### config.mk
export PLATFORM = sky130hd
export DESIGN_NAME = flash_host
export DESIGN_NICKNAME = d
export VERILOG_FILES = /design/src/flash_host_pkg.sv /design/src/flash_host.sv
export VERILOG_INCLUDE_DIRS = /design/src /design/src/src
export SDC_FILE = /design/constraint.sdc
export NUM_CORES = 1
export LEC_CHECK = 0
export BUFFER_PORTS_ARGS = -buffer_cell sky130_fd_sc_hd__buf_2
export CAP_MARGIN = 30
export CORE_MARGIN = 10
export CORE_UTILIZATION = 30
export DETAILED_ROUTE_END_ITERATION = 8
export PLACE_DENSITY_LB_ADDON = 0.15
export SETUP_SLACK_MARGIN = 0.1
export SYNTH_ARGS = -nofsm -noshare
export SYNTH_HDL_FRONTEND = slang
export SYNTH_SLANG_ARGS = --single-unit
### constraint.sdc
create_clock -name REF_CLK_I -period 2 [get_ports REF_CLK_I]
set_input_delay 0.4 -clock REF_CLK_I [delete_from_list [all_inputs] [get_ports REF_CLK_I]]
set_output_delay 0.4 -clock REF_CLK_I [all_outputs]
set_load 0.1 [all_outputs]
### src/flash_host_defs.svh
// Constants for the sector flash host controller.
// Assumes a 100 MHz clock and a 16-bit asynchronous flash on the pins.
`ifndef FLASH_HOST_DEFS_SVH
`define FLASH_HOST_DEFS_SVH
// Strobe low and high widths in clock cycles
`define FH_STROBE_CYC 8'h0A
// Load gap limit, microseconds as printed, and a safe margin below it
`define FH_LOAD_GAP_US 150
`define FH_GAP_SAFE_CYC ((`FH_LOAD_GAP_US * 100) / 2)
// Power-on wait before any program, milliseconds
`define FH_PWRUP_MS 10
`define FH_PWRUP_CYC (`FH_PWRUP_MS * 100000)
// Words per sector
`define FH_SECTOR_WORDS 8'h80
// Polling bits
`define FH_POLL_HI 15
`define FH_POLL_LO 7
`define FH_TOGGLE_HI 14
`define FH_TOGGLE_LO 6
`endif

### src/flash_host_pkg.sv
// Types for the sector flash host controller.
// Assumes the constants header is included by the design file.
package flash_host_pkg;
  // Controller states, one-hot
  typedef enum logic [8:0] {
    ST_PWRUP = 9'h001,
    ST_IDLE = 9'h002,
    ST_SETUP = 9'h004,
    ST_LOW = 9'h008,
    ST_HIGH = 9'h010,
    ST_RLOW = 9'h020,
    ST_RDONE = 9'h040,
    ST_POLL = 9'h080,
    ST_DONE = 9'h100
  } state_t;
  // What the current bus cycle is for
  typedef enum logic [3:0] {
    OP_READ = 4'h1,
    OP_UNLOCK = 4'h2,
    OP_LOAD = 4'h4,
    OP_ERASE = 4'h8
  } op_t;
endpackage : flash_host_pkg

### src/flash_host.sv
// Host controller for a 64K x 16 sector flash with software protection.
// Assumes a single clock; flash data pins are external and asynchronous.
`include "flash_host_defs.svh"

module flash_host #(
  parameter logic [15:0] UNLK_A0 = 16'h5555,
  parameter logic [15:0] UNLK_A1 = 16'h2AAA,
  parameter logic [15:0] UNLK_A2 = 16'h5555,
  parameter logic [15:0] UNLK_D0 = 16'h00AA,
  parameter logic [15:0] UNLK_D1 = 16'h0055,
  parameter logic [15:0] UNLK_D2 = 16'h00A0,
  parameter logic [15:0] ERS_D2 = 16'h0080,
  parameter logic [15:0] ERS_D5 = 16'h0010,
  parameter int unsigned PWRUP_CYC = `FH_PWRUP_CYC,
  parameter int unsigned GAP_CYC = `FH_GAP_SAFE_CYC
) (
  input wire logic REF_CLK_I,
  input wire logic RST_I,
  // User side
  input wire logic RD_REQ_I, // Single-word read
  input wire logic PROG_REQ_I, // Start a sector program
  input wire logic ERASE_REQ_I, // Whole-array erase
  input wire logic [15:0] ADDR_I, // Read address or sector base
  output logic WORD_REQ_O, // Asks for next load word
  input wire logic WORD_VALID_I, // Word supplied
  input wire logic [6:0] WORD_IDX_I, // Word within sector
  input wire logic WORD_LAST_I, // Last word of sector
  input wire logic [15:0] WORD_DATA_I,
  output logic [15:0] RD_DATA_O,
  output logic RD_DONE_O,
  output logic BUSY_O,
  output logic OP_DONE_O,
  // Flash pins
  output logic [15:0] FL_ADDR_O,
  output logic FL_CE_N_O,
  output logic FL_OE_N_O,
  output logic FL_WE_N_O,
  input wire logic [15:0] FL_DATA_I,
  output logic [15:0] FL_DATA_O,
  output logic FL_DATA_OE_O
);

  ////////////////////////////////////////////////////////////////////////////
  // State
  typedef struct packed {
    flash_host_pkg::state_t st;
    flash_host_pkg::op_t op;
    logic [2:0] step; // Command write number
    logic [19:0] cnt; // General timer
    logic [15:0] addr;
    logic [8:0] sect; // Target sector, kept through the unlock writes
    logic [7:0] wlow; // Cycles the write strobe has been low
    logic [15:0] wdata;
    logic [15:0] rdata;
    logic [15:0] sync1; // First sync stage
    logic [15:0] sync2;
    logic [15:0] prev; // Previous poll read
    logic have_prev;
    logic last; // Last load word sent
    logic rd_done;
    logic op_done;
    logic ce_n;
    logic oe_n;
    logic we_n;
    logic doe;
  } reg_t;

  reg_t q, d;

  // Command address for a step of unlock or erase code
  function automatic logic [15:0] cmd_addr(input logic [2:0] s);
    unique case (s)
      3'h1, 3'h4: cmd_addr = UNLK_A1;
      3'h2: cmd_addr = UNLK_A2;
      default: cmd_addr = UNLK_A0;
    endcase
  endfunction : cmd_addr

  // Command data for a step
  function automatic logic [15:0] cmd_data(input logic [2:0] s,
                                           input logic ers);
    unique case (s)
      3'h0, 3'h3: cmd_data = UNLK_D0;
      3'h1, 3'h4: cmd_data = UNLK_D1;
      3'h2: cmd_data = ers ? ERS_D2 : UNLK_D2;
      default: cmd_data = ERS_D5;
    endcase
  endfunction : cmd_data

  ////////////////////////////////////////////////////////////////////////////
  // Next state
  always_comb begin
    d = q;
    d.sync1 = FL_DATA_I;
    d.sync2 = q.sync1;
    d.rd_done = 1'b0;
    d.op_done = 1'b0;
    d.wlow = q.we_n ? 8'h00 : q.wlow + 8'h01; // Strobe width count
    unique case (q.st)
      flash_host_pkg::ST_PWRUP: begin
        // Hold off programming after power-up
        if (q.cnt == 20'(PWRUP_CYC)) begin
          d.st = flash_host_pkg::ST_IDLE;
        end else begin
          d.cnt = q.cnt + 20'h1;
        end
      end
      flash_host_pkg::ST_IDLE: begin
        d.cnt = '0;
        d.step = '0;
        d.last = 1'b0;
        d.have_prev = 1'b0;
        if (RD_REQ_I) begin
          d.op = flash_host_pkg::OP_READ;
          d.addr = ADDR_I;
          d.st = flash_host_pkg::ST_RLOW;
        end else if (PROG_REQ_I || ERASE_REQ_I) begin
          // Unlock code always first, whatever came before
          // No write ever goes out without it
          d.op = PROG_REQ_I ? flash_host_pkg::OP_UNLOCK
                            : flash_host_pkg::OP_ERASE;
          d.addr = ADDR_I;
          d.sect = ADDR_I[15:7]; // Sector number
          d.st = flash_host_pkg::ST_SETUP;
        end
      end
      flash_host_pkg::ST_SETUP: begin
        // Present address, gate high before strobe
        d.oe_n = 1'b1;
        d.doe = 1'b1;
        d.cnt = '0;
        if (q.op == flash_host_pkg::OP_LOAD) begin
          if (WORD_VALID_I) begin
            // Sector kept, word index low bits
            d.addr = {q.sect, WORD_IDX_I};
            d.wdata = WORD_DATA_I;
            d.last = WORD_LAST_I; // Short sector reads back ones
            d.st = flash_host_pkg::ST_LOW;
          end
        end else begin
          d.addr = cmd_addr(q.step);
          d.wdata = cmd_data(q.step, q.op == flash_host_pkg::OP_ERASE);
          d.st = flash_host_pkg::ST_LOW;
        end
      end
      flash_host_pkg::ST_LOW: begin
        // Chip select and write strobe low together; address taken here
        d.ce_n = 1'b0;
        d.we_n = 1'b0;
        d.cnt = q.cnt + 20'h1;
        if (q.cnt == 20'(`FH_STROBE_CYC)) begin
          // Rising strobe latches data
          d.we_n = 1'b1;
          d.cnt = '0;
          d.st = flash_host_pkg::ST_HIGH;
        end
      end
      flash_host_pkg::ST_HIGH: begin
        d.ce_n = 1'b1;
        d.cnt = q.cnt + 20'h1;
        if (q.cnt == 20'(`FH_STROBE_CYC)) begin
          d.cnt = '0;
          if (q.op != flash_host_pkg::OP_LOAD) begin
            d.step = q.step + 3'h1; // Counts command writes only
          end
          d.st = flash_host_pkg::ST_SETUP;
          if (q.op == flash_host_pkg::OP_UNLOCK && q.step == 3'h2) begin
            d.op = flash_host_pkg::OP_LOAD;
          end else if (q.op == flash_host_pkg::OP_ERASE &&
                       q.step == 3'h5) begin
            d.st = flash_host_pkg::ST_RLOW;
          end else if (q.op == flash_host_pkg::OP_LOAD && q.last) begin
            // Stop loading; the gap starts the program
            d.doe = 1'b0;
            d.st = flash_host_pkg::ST_RLOW;
          end
        end
      end
      flash_host_pkg::ST_RLOW: begin
        // Read cycle: select and gate low, strobe high
        d.doe = 1'b0;
        d.we_n = 1'b1;
        d.ce_n = 1'b0;
        d.oe_n = 1'b0;
        d.cnt = q.cnt + 20'h1;
        if (q.cnt == 20'(`FH_STROBE_CYC)) begin
          d.cnt = '0;
          d.ce_n = 1'b1;
          d.oe_n = 1'b1; // Flash floats its pins
          d.rdata = q.sync2;
          d.st = (q.op == flash_host_pkg::OP_READ)
                 ? flash_host_pkg::ST_RDONE : flash_host_pkg::ST_POLL;
        end
      end
      flash_host_pkg::ST_RDONE: begin
        d.rd_done = 1'b1;
        d.st = flash_host_pkg::ST_IDLE;
      end
      flash_host_pkg::ST_POLL: begin
        // Busy while bits 6/14 toggle
        d.prev = q.rdata;
        d.have_prev = 1'b1;
        if (q.have_prev && q.rdata[`FH_TOGGLE_LO] == q.prev[`FH_TOGGLE_LO]
            && q.rdata[`FH_TOGGLE_HI] == q.prev[`FH_TOGGLE_HI]
            && (q.op != flash_host_pkg::OP_LOAD ||
                (q.rdata[`FH_POLL_LO] == q.wdata[`FH_POLL_LO] &&
                 q.rdata[`FH_POLL_HI] == q.wdata[`FH_POLL_HI]))) begin
          d.st = flash_host_pkg::ST_DONE;
        end else begin
          d.st = flash_host_pkg::ST_RLOW;
        end
      end
      flash_host_pkg::ST_DONE: begin
        d.op_done = 1'b1;
        d.st = flash_host_pkg::ST_IDLE;
      end
    endcase
  end

  ////////////////////////////////////////////////////////////////////////////
  // Register
  always_ff @(posedge REF_CLK_I) begin
    if (RST_I) begin
      q <= '0;
      q.st <= flash_host_pkg::ST_PWRUP;
      q.op <= flash_host_pkg::OP_READ;
      q.ce_n <= 1'b1;
      q.oe_n <= 1'b1;
      q.we_n <= 1'b1;
    end else begin
      q <= d;
    end
  end

  ////////////////////////////////////////////////////////////////////////////
  // Outputs
  assign FL_ADDR_O = q.addr;
  assign FL_DATA_O = q.wdata;
  assign FL_DATA_OE_O = q.doe;
  assign FL_CE_N_O = q.ce_n;
  assign FL_OE_N_O = q.oe_n;
  assign FL_WE_N_O = q.we_n;
  assign RD_DATA_O = q.rdata;
  assign RD_DONE_O = q.rd_done;
  assign OP_DONE_O = q.op_done;
  assign BUSY_O = (q.st != flash_host_pkg::ST_IDLE);
  assign WORD_REQ_O = (q.st == flash_host_pkg::ST_SETUP) &&
                      (q.op == flash_host_pkg::OP_LOAD);

  ////////////////////////////////////////////////////////////////////////////
  // Checks
  property p_no_write_with_gate;
    @(posedge REF_CLK_I) disable iff (RST_I)
      !FL_WE_N_O |-> FL_OE_N_O && !FL_CE_N_O && FL_DATA_OE_O;
  endproperty
  a_no_write_with_gate: assert property (p_no_write_with_gate)
    else $error("Write strobe low with gate low or select high");

  property p_read_no_drive;
    @(posedge REF_CLK_I) disable iff (RST_I)
      !FL_OE_N_O |-> !FL_DATA_OE_O && FL_WE_N_O;
  endproperty
  a_read_no_drive: assert property (p_read_no_drive)
    else $error("Host drives data while flash gate low");

  property p_pwrup_no_prog;
    @(posedge REF_CLK_I) disable iff (RST_I)
      q.st == flash_host_pkg::ST_PWRUP |-> FL_WE_N_O;
  endproperty
  a_pwrup_no_prog: assert property (p_pwrup_no_prog)
    else $error("Write during power-up wait");

  property p_sector_fixed;
    @(posedge REF_CLK_I) disable iff (RST_I)
      $fell(FL_WE_N_O) && q.op == flash_host_pkg::OP_LOAD
      |-> FL_ADDR_O[15:7] == q.sect;
  endproperty
  a_sector_fixed: assert property (p_sector_fixed)
    else $error("Sector number moved during load");

  property p_strobe_width;
    @(posedge REF_CLK_I) disable iff (RST_I)
      $rose(FL_WE_N_O) |-> q.wlow == `FH_STROBE_CYC;
  endproperty
  a_strobe_width: assert property (p_strobe_width)
    else $error("Write strobe width wrong");

  property p_addr_stable_low;
    @(posedge REF_CLK_I) disable iff (RST_I)
      !FL_WE_N_O && !$past(FL_WE_N_O) |-> $stable(FL_ADDR_O) &&
      $stable(FL_DATA_O);
  endproperty
  a_addr_stable_low: assert property (p_addr_stable_low)
    else $error("Address or data changed while strobe low");

  property p_gap_bound;
    @(posedge REF_CLK_I) disable iff (RST_I)
      $rose(FL_WE_N_O) && q.op == flash_host_pkg::OP_LOAD && !q.last
      |-> ##[1:60] (WORD_REQ_O || !FL_WE_N_O);
  endproperty
  a_gap_bound: assert property (p_gap_bound)
    else $error("Next word not asked for promptly");

  property p_unlock_first;
    @(posedge REF_CLK_I) disable iff (RST_I)
      WORD_REQ_O |-> q.step >= 3'h3;
  endproperty
  a_unlock_first: assert property (p_unlock_first)
    else $error("Load before three unlock writes");

endmodule : flash_host

* After elaboration in Yosys (flattened, before gate mapping) *
Index checks and enable logic that the tools add are counted.

operators by class
  add/subtract/negate cells = 2
  equal/unequal tests = 41
  muxes and demuxes = 47
  bitwise gates (word level) = 1
  reductions and logical operators = 34

operator list
  cell                   number
  $mux 16                5
  $pmux 20 s4            1
  $mux 9                 8
  $pmux 9 s8             1
  $mux 20                2
  $mux 36                1
  $pmux 16 s2            1
  $mux 13                2
  $ne 2x2->1 const B     13
  $mux 25                1
  $pmux 8 s3             1
  $add 20x1->20 const B  1
  $eq 20x20->1 const B   1
  $eq 20x4->1 const B    1
  $mux 15                1
  $pmux 7 s2             1
  $mux 6                 2
  $reduce_and 3->1       4
  $reduce_bool 2->1      5
  $reduce_or 2->1        5
  $eq 9x1->1 const B     1
  $eq 9x2->1 const B     1
  $eq 9x3->1 const B     1
  $eq 9x4->1 const B     1
  other kinds (34)       64

storage, ports and cells
  register bits after elaboration = 148
  output and inout bits = 56

* Longest topological paths before layout *
Gate-level depths: netlist (run 1).

  depth after elaboration = 7
  depth in mapped cells = 10

* Worst setup path after synthesis (run 1) *
Ideal clock, no wire load.

  path type = reg2reg
  start = reg q[150] (netlist name)
  end = reg q[100] (netlist name)
  setup time = 128 ps
  arrival = 2184 ps
  data required time = 1872 ps
  slack = -311 ps
  cell stages (with the launch flop) = 11
  path buffers = 3
  period minus slack after synthesis = 2311 ps
  path through = dfxtp_1 buf_6 nor4b_1 and3_1 buf_2 inv_1 nor2_1 o21a_1 buf_4 mux2i_1 nor2_1

on the way
  word-level cells in the longest chain between the ends = 2

RTL lines
  what                        line              RTL
  from (decl)                 flash_host.sv:68  reg_t q, d;
  $eq 9x2->1                  flash_host.sv:99  unique case (q.st)
  $reduce_and 3->1 (no line)  -

Every way passes these cells.
A chain may end at the register's enable or synchronous reset.

* Worst setup path after layout (run 1) *
  start = reg q[151] (netlist name)
  end = out BUSY_O

on the way
  word-level cells in the longest chain between the ends = 1

RTL lines
  what        line               RTL
  $ne 9x2->1  flash_host.sv:246  assign BUSY_O = (q.st != flash_host_pkg::ST_IDLE);
  to (decl)   flash_host.sv:31   output logic BUSY_O,

Every way passes these cells.

==> metrics.txt, run 1 <==
DP Area 0.00693 mm^2; most frequently used flop master after synthesis dfxtp_1; Multi-input gate area 0.00322 mm^2; Die W 161 um; I/O Buffers 117; reg2reg end q[126]; DR WL met3 1030 um; routed len/inst 15.7 um; Die ar. 0.0260 mm^2; clock-pin slew on the worst setup and hold paths 70 ps; hold violation count in the final report 0; Data arrival, critical path 1740 ps; Tightest Pin Transition 707 ps; CP max stage cell dfxtp_4; final std cells w/o fill 1,121; status finished, violations left; HPWL after DPL 11,900 um; Final Cell Area 0.00867 mm^2; Worst Path Max Fanout 3; sequential power share 39.5%; PwrDens 826 mW/mm^2; Final Wtd Congestion 0.834; Max Used Layer met4; vias per std cell 4.73; clock buffer count from CTS 17; failing checks setup timing; clock buffer depth 2; diodes inserted 0; max cap viols 0; Net Sw Power 1.99 mW; clk root buf clkbuf_16; vias in the first global route 5,261; Switching Share 27.8%; Hold Slack 178 ps; core area 0.0195 mm^2; critical path's top delay family buffers and inverters; fillers 1,943; Gate power share 14.2%; reg2reg start q[150]; endpoints failing setup 25; TritonRoute pass-1 iters 4; Total Routing Usage GR 12.7%; CP Cell Sequence buf_4, nor4b_4, and3_4, clkinvlp_4, buf_6, buf_12; Synth Warn # 0; proportion of layout cells with a drive suffix above 1 45.6%; critical path startpoint category flip-flop; P_leak 3.59 nW; Remaining Overflow, GRT 0; FF+latch count, synth 135; hold path start FL_DATA_I[8]; flop-to-flop setup slack -100 ps; Setup CP Type flip-flop to primary output; worst hold-check path type primary input to flip-flop; Slew Viols, Final 0; Initial Util 30.6%; setup slack after layout -139 ps; antenna violations before repair 0; Final Util 44.4%; first-pass GRT wire length 26,800 um; worst vdd ir 0.549 mV; sequential fraction of the synthesis area 45.2%; maximum clock rate 467 MHz; CP max stage delay 360 ps; clk sinks 135; Distinct cells, synth 66; commonest non-fill, non-tap cell in the layout dfxtp_1; Worst Clk Skew 14.6 ps; hold path cells 2; RSZ-0062 raised after global routing yes; syn nets 748; r2r worst-path depth 11; Mean Syn Cell Area 8.81 um^2; I/O pin cnt 118; wl on met1 7520 um; Area Overhead vs Synth 45.1%; Internal 5.17 mW; Post-CTS Hold Fix Bufs 0; clock power share 46.2%; placed cell count 1,043; layout net count 913; WL final 17,600 um; CP bufs+invs 4; Post-synth EDFFs 0; floorplan die height 161 um; min cycle time layout 2140 ps; Post-DRT Antenna Nets 0; total power 7.16 mW; worst skew pair latency 430 ps; Via Count 5,303; DR WL met2 8860 um; Max H-tree Level 4; critical path required time 1600 ps; hold endpoint d[32]; Seq. cell area 0.00273 mm^2; row cnt 51; most frequent cells in the layout dfxtp_1, buf_2, buf_4; Remaining DRCs 0; Final period util 107%; CTS tree yes; Mapped Cells 678; Slew HR 52.9%; pin count of the biggest net entering global routing 52; post-synth design cell area 0.00597 mm^2; Synth async-reset ratio 0%; DRT iter0 DRCs 191; CP endpoint kind primary output
## state kept, by name (all words and copies together), names as in the netlist
name          cells
d                16
FL_CE_N_O         1
OP_DONE_O         1
FL_DATA_OE_O      1
q                65
FL_DATA_O        16
FL_ADDR_O        16
FL_WE_N_O         1
RD_DATA_O        16
RD_DONE_O         1
FL_OE_N_O         1
## metrics by stage
| stage | setup TNS [ps] | setup slack, ps |
|---|---|---|
| floorplan | -2530 | -246 |
| global route | -3150 | -218 |
| finish | -1080 | -139 |
| detailed placement | -2030 | -148 |
| CTS | -1570 | -145 |
| global placement | -378 | -50.3 |
## what timing repair did
action                                  4_1_cts  5_1_grt
endpoints found under the hold margin         0        0
setup buffers                                19       23
gates cloned                                  3        2
pin swaps                                     9       27
gates resized for setup                      48      129
endpoints found under the setup margin       89       99
## layer usage
layer / vias up / GRT usage [%]
li1: 2640 / -
met1: 2532 / 15.0
met2: 115 / 20.9
met3: 16 / 4.27
met4: 0 / 4.55
met5: - / 0
## kinds of logic (layout without fill, tap and decap cells)
group / after synthesis / after routing / synth area share, %
buf+inv: 96 / 274 / 10.1
simple gates: 270 / 270 / 22.6
mux: 16 / 16 / 2.72
xor+xnor: 15 / 15 / 2.20
flops: 135 / 135 / 45.2
compound gates: 138 / 138 / 15.4
fa+ha+maj: 8 / 8 / 1.68
## layout make-up
| cell class | instances | share of cell area [%] |
|---|---|---|
| clock buffers | 17 | 4.91 |
| clock inverters | 15 | 2.35 |
| inverters | 11 | 0.549 |
| multi-input cells | 447 | 37.2 |
| flip-flops and latches | 135 | 31.5 |
| well taps | 265 | 3.83 |
| repair buffers | 231 | 19.6 |
## worst max path at each step
| stage | start | end | slack (ps) | cells after the start |
|---|---|---|---|---|
| CTS | q[150] | BUSY_O | -140 | 6 |
| global route | q[151] | BUSY_O | -220 | 6 |
| detailed placement | q[150] | FL_ADDR_O[4] | -150 | 7 |
| finish | q[151] | BUSY_O | -140 | 6 |
| global placement | q[129] | q[130] | -50 | 7 |
| floorplan | q[150] | q[100] | -250 | 10 |
## worst reg2reg max path: cells and delay by family, from the launching register on
kind,cells,cell delay (ps)
simple gates,1,50
flops,1,350
buf+inv,5,700
xor+xnor,2,330
compound gates,3,580
## power groups by stage
stage / Sequential, mW / Combinational, mW / Clock (mW)
4_1_cts: 2.82 / 0.751 / 3.41
5_1_grt: 2.84 / 1.09 / 3.54
3_3_place_gp: 2.87 / 0.666 / 0
6_report: 2.83 / 1.02 / 3.31
3_5_place_dp: 2.88 / 0.674 / 0
2_1_floorplan: 2.87 / 0.462 / 0
## synth_stat cells, types with 8 or more instances
cell,n,share of area [%]
buf_2,8,0.67
a211oi_1,21,2.6
and3_1,9,0.94
inv_1,11,0.69
mux2i_1,14,2.3
a22o_1,8,1.2
nand2_1,56,3.5
nand3_1,10,0.84
o211ai_1,8,1.0
a21oi_1,55,4.6
o21ai_0,17,1.4
clkbuf_1,18,1.1
nor3_1,9,0.75
or3_1,11,1.2
ha_1,8,1.7
nor2_1,90,5.7
xor2_1,11,1.6
buf_4,52,6.5
nor2b_1,36,3.8
dfxtp_1,135,45
nor4_1,8,0.84
(Power assumes the default switching activity.)
==> run 2, diff against run 1 <==
--- a/config.mk
+++ b/config.mk
@@ -11,7 +11,6 @@
 export CORE_MARGIN = 10
 export CORE_UTILIZATION = 30
 export DETAILED_ROUTE_END_ITERATION = 8
-export PLACE_DENSITY_LB_ADDON = 0.15
 export SETUP_SLACK_MARGIN = 0.1
 export SYNTH_ARGS = -nofsm -noshare
 export SYNTH_HDL_FRONTEND = slang
==> constraint.sdc (replaced) <==
create_clock -name REF_CLK_I -period 1.9 [get_ports REF_CLK_I]
set_input_delay 0.38 -clock REF_CLK_I [delete_from_list [all_inputs] [get_ports REF_CLK_I]]
set_output_delay 0.38 -clock REF_CLK_I [all_outputs]
set_load 0.1 [all_outputs]
==> metrics.txt, run 2 (synthesized netlist as in run 1, its figures left out) <==
Max H-tree Level 4 (unchanged); Post-DRT Antenna Nets 0 (unchanged); worst vdd ir 0.474 mV (was 0.549 mV); Worst Setup SP q[148] (was q[151]); Final Cell Area 0.00834 mm^2 (was 0.00867 mm^2); floorplan die height 161 um (unchanged); min cycle time layout 2050 ps; Tightest Pin Transition 727 ps (was 707 ps); DR WL met2 7750 um (was 8860 um); wl on met1 7480 um (was 7520 um); max FFs per register 65 (unchanged); hold path start WORD_DATA_I[10] (was FL_DATA_I[8]); DR WL met3 902 um (was 1030 um); RSZ-0062 raised after global routing yes (unchanged); DP Area 0.00703 mm^2 (was 0.00693 mm^2); CP max stage cell dfxtp_4 (unchanged); clk root buf clkbuf_16 (unchanged); I/O Buffers 117 (unchanged); CP endpoint kind primary output (unchanged); status finished, violations left (unchanged); WL final 16,400 um (was 17,600 um); Slew HR 51.1% (was 52.9%); Remaining DRCs 0 (unchanged); commonest non-fill, non-tap cell in the layout dfxtp_1 (unchanged); HPWL after DPL 11,600 um (was 11,900 um); critical path required time 1520 ps (was 1600 ps); flop-to-flop setup slack -110 ps (was -100 ps); P_leak 3.50 nW (was 3.59 nW); CP Cell Sequence nor4b_4, and3_4, and2_4, buf_6, buf_12 (was buf_4, nor4b_4, and3_4, clkinvlp_4, buf_6, buf_12); vias per std cell 4.58 (was 4.73); r2r worst-path depth 8 (was 11); DRT iter0 DRCs 188 (was 191); Setup CP Type flip-flop to primary output (unchanged); Final Wtd Congestion 0.834 (about the same); Max Used Layer met4 (unchanged); Worst Path Max Fanout 5 (was 3); max cap viols 0 (unchanged); critical path startpoint category flip-flop (unchanged); Remaining Overflow, GRT 0 (unchanged); CTS tree yes (unchanged); antenna violations before repair 1 (was 0); reg2reg start q[155] (was q[150]); CP max stage delay 360 ps (about the same); reg2reg end q[140] (was q[126]); I/O pin cnt 118 (unchanged); worst skew pair latency 410 ps (was 430 ps); endpoints failing setup 25 (unchanged); vias in the first global route 4,892 (was 5,261); Die W 161 um (unchanged); Die ar. 0.0260 mm^2 (unchanged); hold path cells 2 (unchanged); pin count of the biggest net entering global routing 49 (was 52); row cnt 51 (unchanged); failing checks setup timing (unchanged); most frequent cells in the layout dfxtp_1, buf_2, nor2_1 (was dfxtp_1, buf_2, buf_4); clock-pin slew on the worst setup and hold paths 60 ps (was 70 ps); Initial Util 30.6% (unchanged); Post-CTS Hold Fix Bufs 0 (unchanged); core area 0.0195 mm^2 (unchanged); proportion of layout cells with a drive suffix above 1 39.4% (was 45.6%); hold violation count in the final report 0 (unchanged); setup slack after layout -146 ps (was -139 ps); Hold Slack 170 ps (was 178 ps); Place WS -149 ps (was -148 ps); Data arrival, critical path 1670 ps (was 1740 ps); TritonRoute pass-1 iters 4 (unchanged); layout net count 905 (was 913); clock buffer depth 2 (unchanged); hold endpoint FL_DATA_O[10] (was d[32]); first-pass GRT wire length 25,500 um (was 26,800 um); maximum clock rate 489 MHz; Final period util 108%; Slew Viols, Final 0 (unchanged); PwrDens 871 mW/mm^2 (was 826 mW/mm^2); Total Routing Usage GR 12.2% (was 12.7%); Area Overhead vs Synth 39.6% (was 45.1%); Via Count 5,098 (was 5,303); routed len/inst 14.8 um (was 15.7 um); clk sinks 135 (unchanged); worst hold-check path type primary input to flip-flop (unchanged); Worst Clk Skew 6.87 ps (was 14.6 ps); clock buffer count from CTS 17 (unchanged); Top reg by flops q (unchanged)
-- run 2: per-layer routing --
layer	global-route usage, %	up-vias
met4	5.21	0
met2	19.5	131
met1	14.9	2334
li1	-	2612
met5	0	-
met3	3.56	21
-- run 2: worst max-delay path by stage --
stage                       endpoint  slack, ps  cells after the start
after floorplan               q[100]       -350                     10
after global placement        q[156]       -150                      5
after detailed placement      q[153]       -150                      6
after CTS                 WORD_REQ_O       -160                      5
after global routing      WORD_REQ_O       -210                      5
final                     WORD_REQ_O       -150                      5
-- run 2: metrics by stage --
step | power [mW] | setup TNS, ps | std cells | util (%)
after floorplan | 3.51 | -3780 | 678 | -
after global placement | 3.72 | -2020 | 1057 | 36.0
after detailed placement | 3.72 | -2790 | 1057 | 36.0
after CTS | 7.27 | -1140 | 1107 | 41.4
after global routing | 7.54 | -6990 | 1114 | 42.7
final | 7.26 | -1260 | 1114 | 42.7
-- run 2: area by class of cell --
type | instances | area, um^2
fill | 1911 | 11200
multi-input combinational | 447 | 3040
sequential | 135 | 2730
timing repair buffer | 223 | 1580
clock buffer | 19 | 443
tap | 265 | 332
clock inverter | 13 | 171
inverter | 11 | 45.0
antenna | 1 | 2.50
-- run 2: worst max-delay path: cells and delay by family, from the launching register on --
family	cells	cell delay (ps)
buffers and inverters	2	260
DFF	1	360
and+or+nand+nor	3	630
-- run 2: repair_timing --
action                     in CTS  in global routing
setup endpoints to repair      83                 93
gates resized for setup        71                 46
setup buffers                  16                  6
pin swaps                      26                 19
cloned                          2                  1
-- run 2: power breakdown --
group	total (mW)	internal, mW	leakage [nW]	switching [mW]
clock	3.42	2.12	0.300	1.30
sequential	2.97	2.92	1.10	0.0511
combinational	0.872	0.384	2.10	0.489
total	7.26	5.42	3.50	1.84
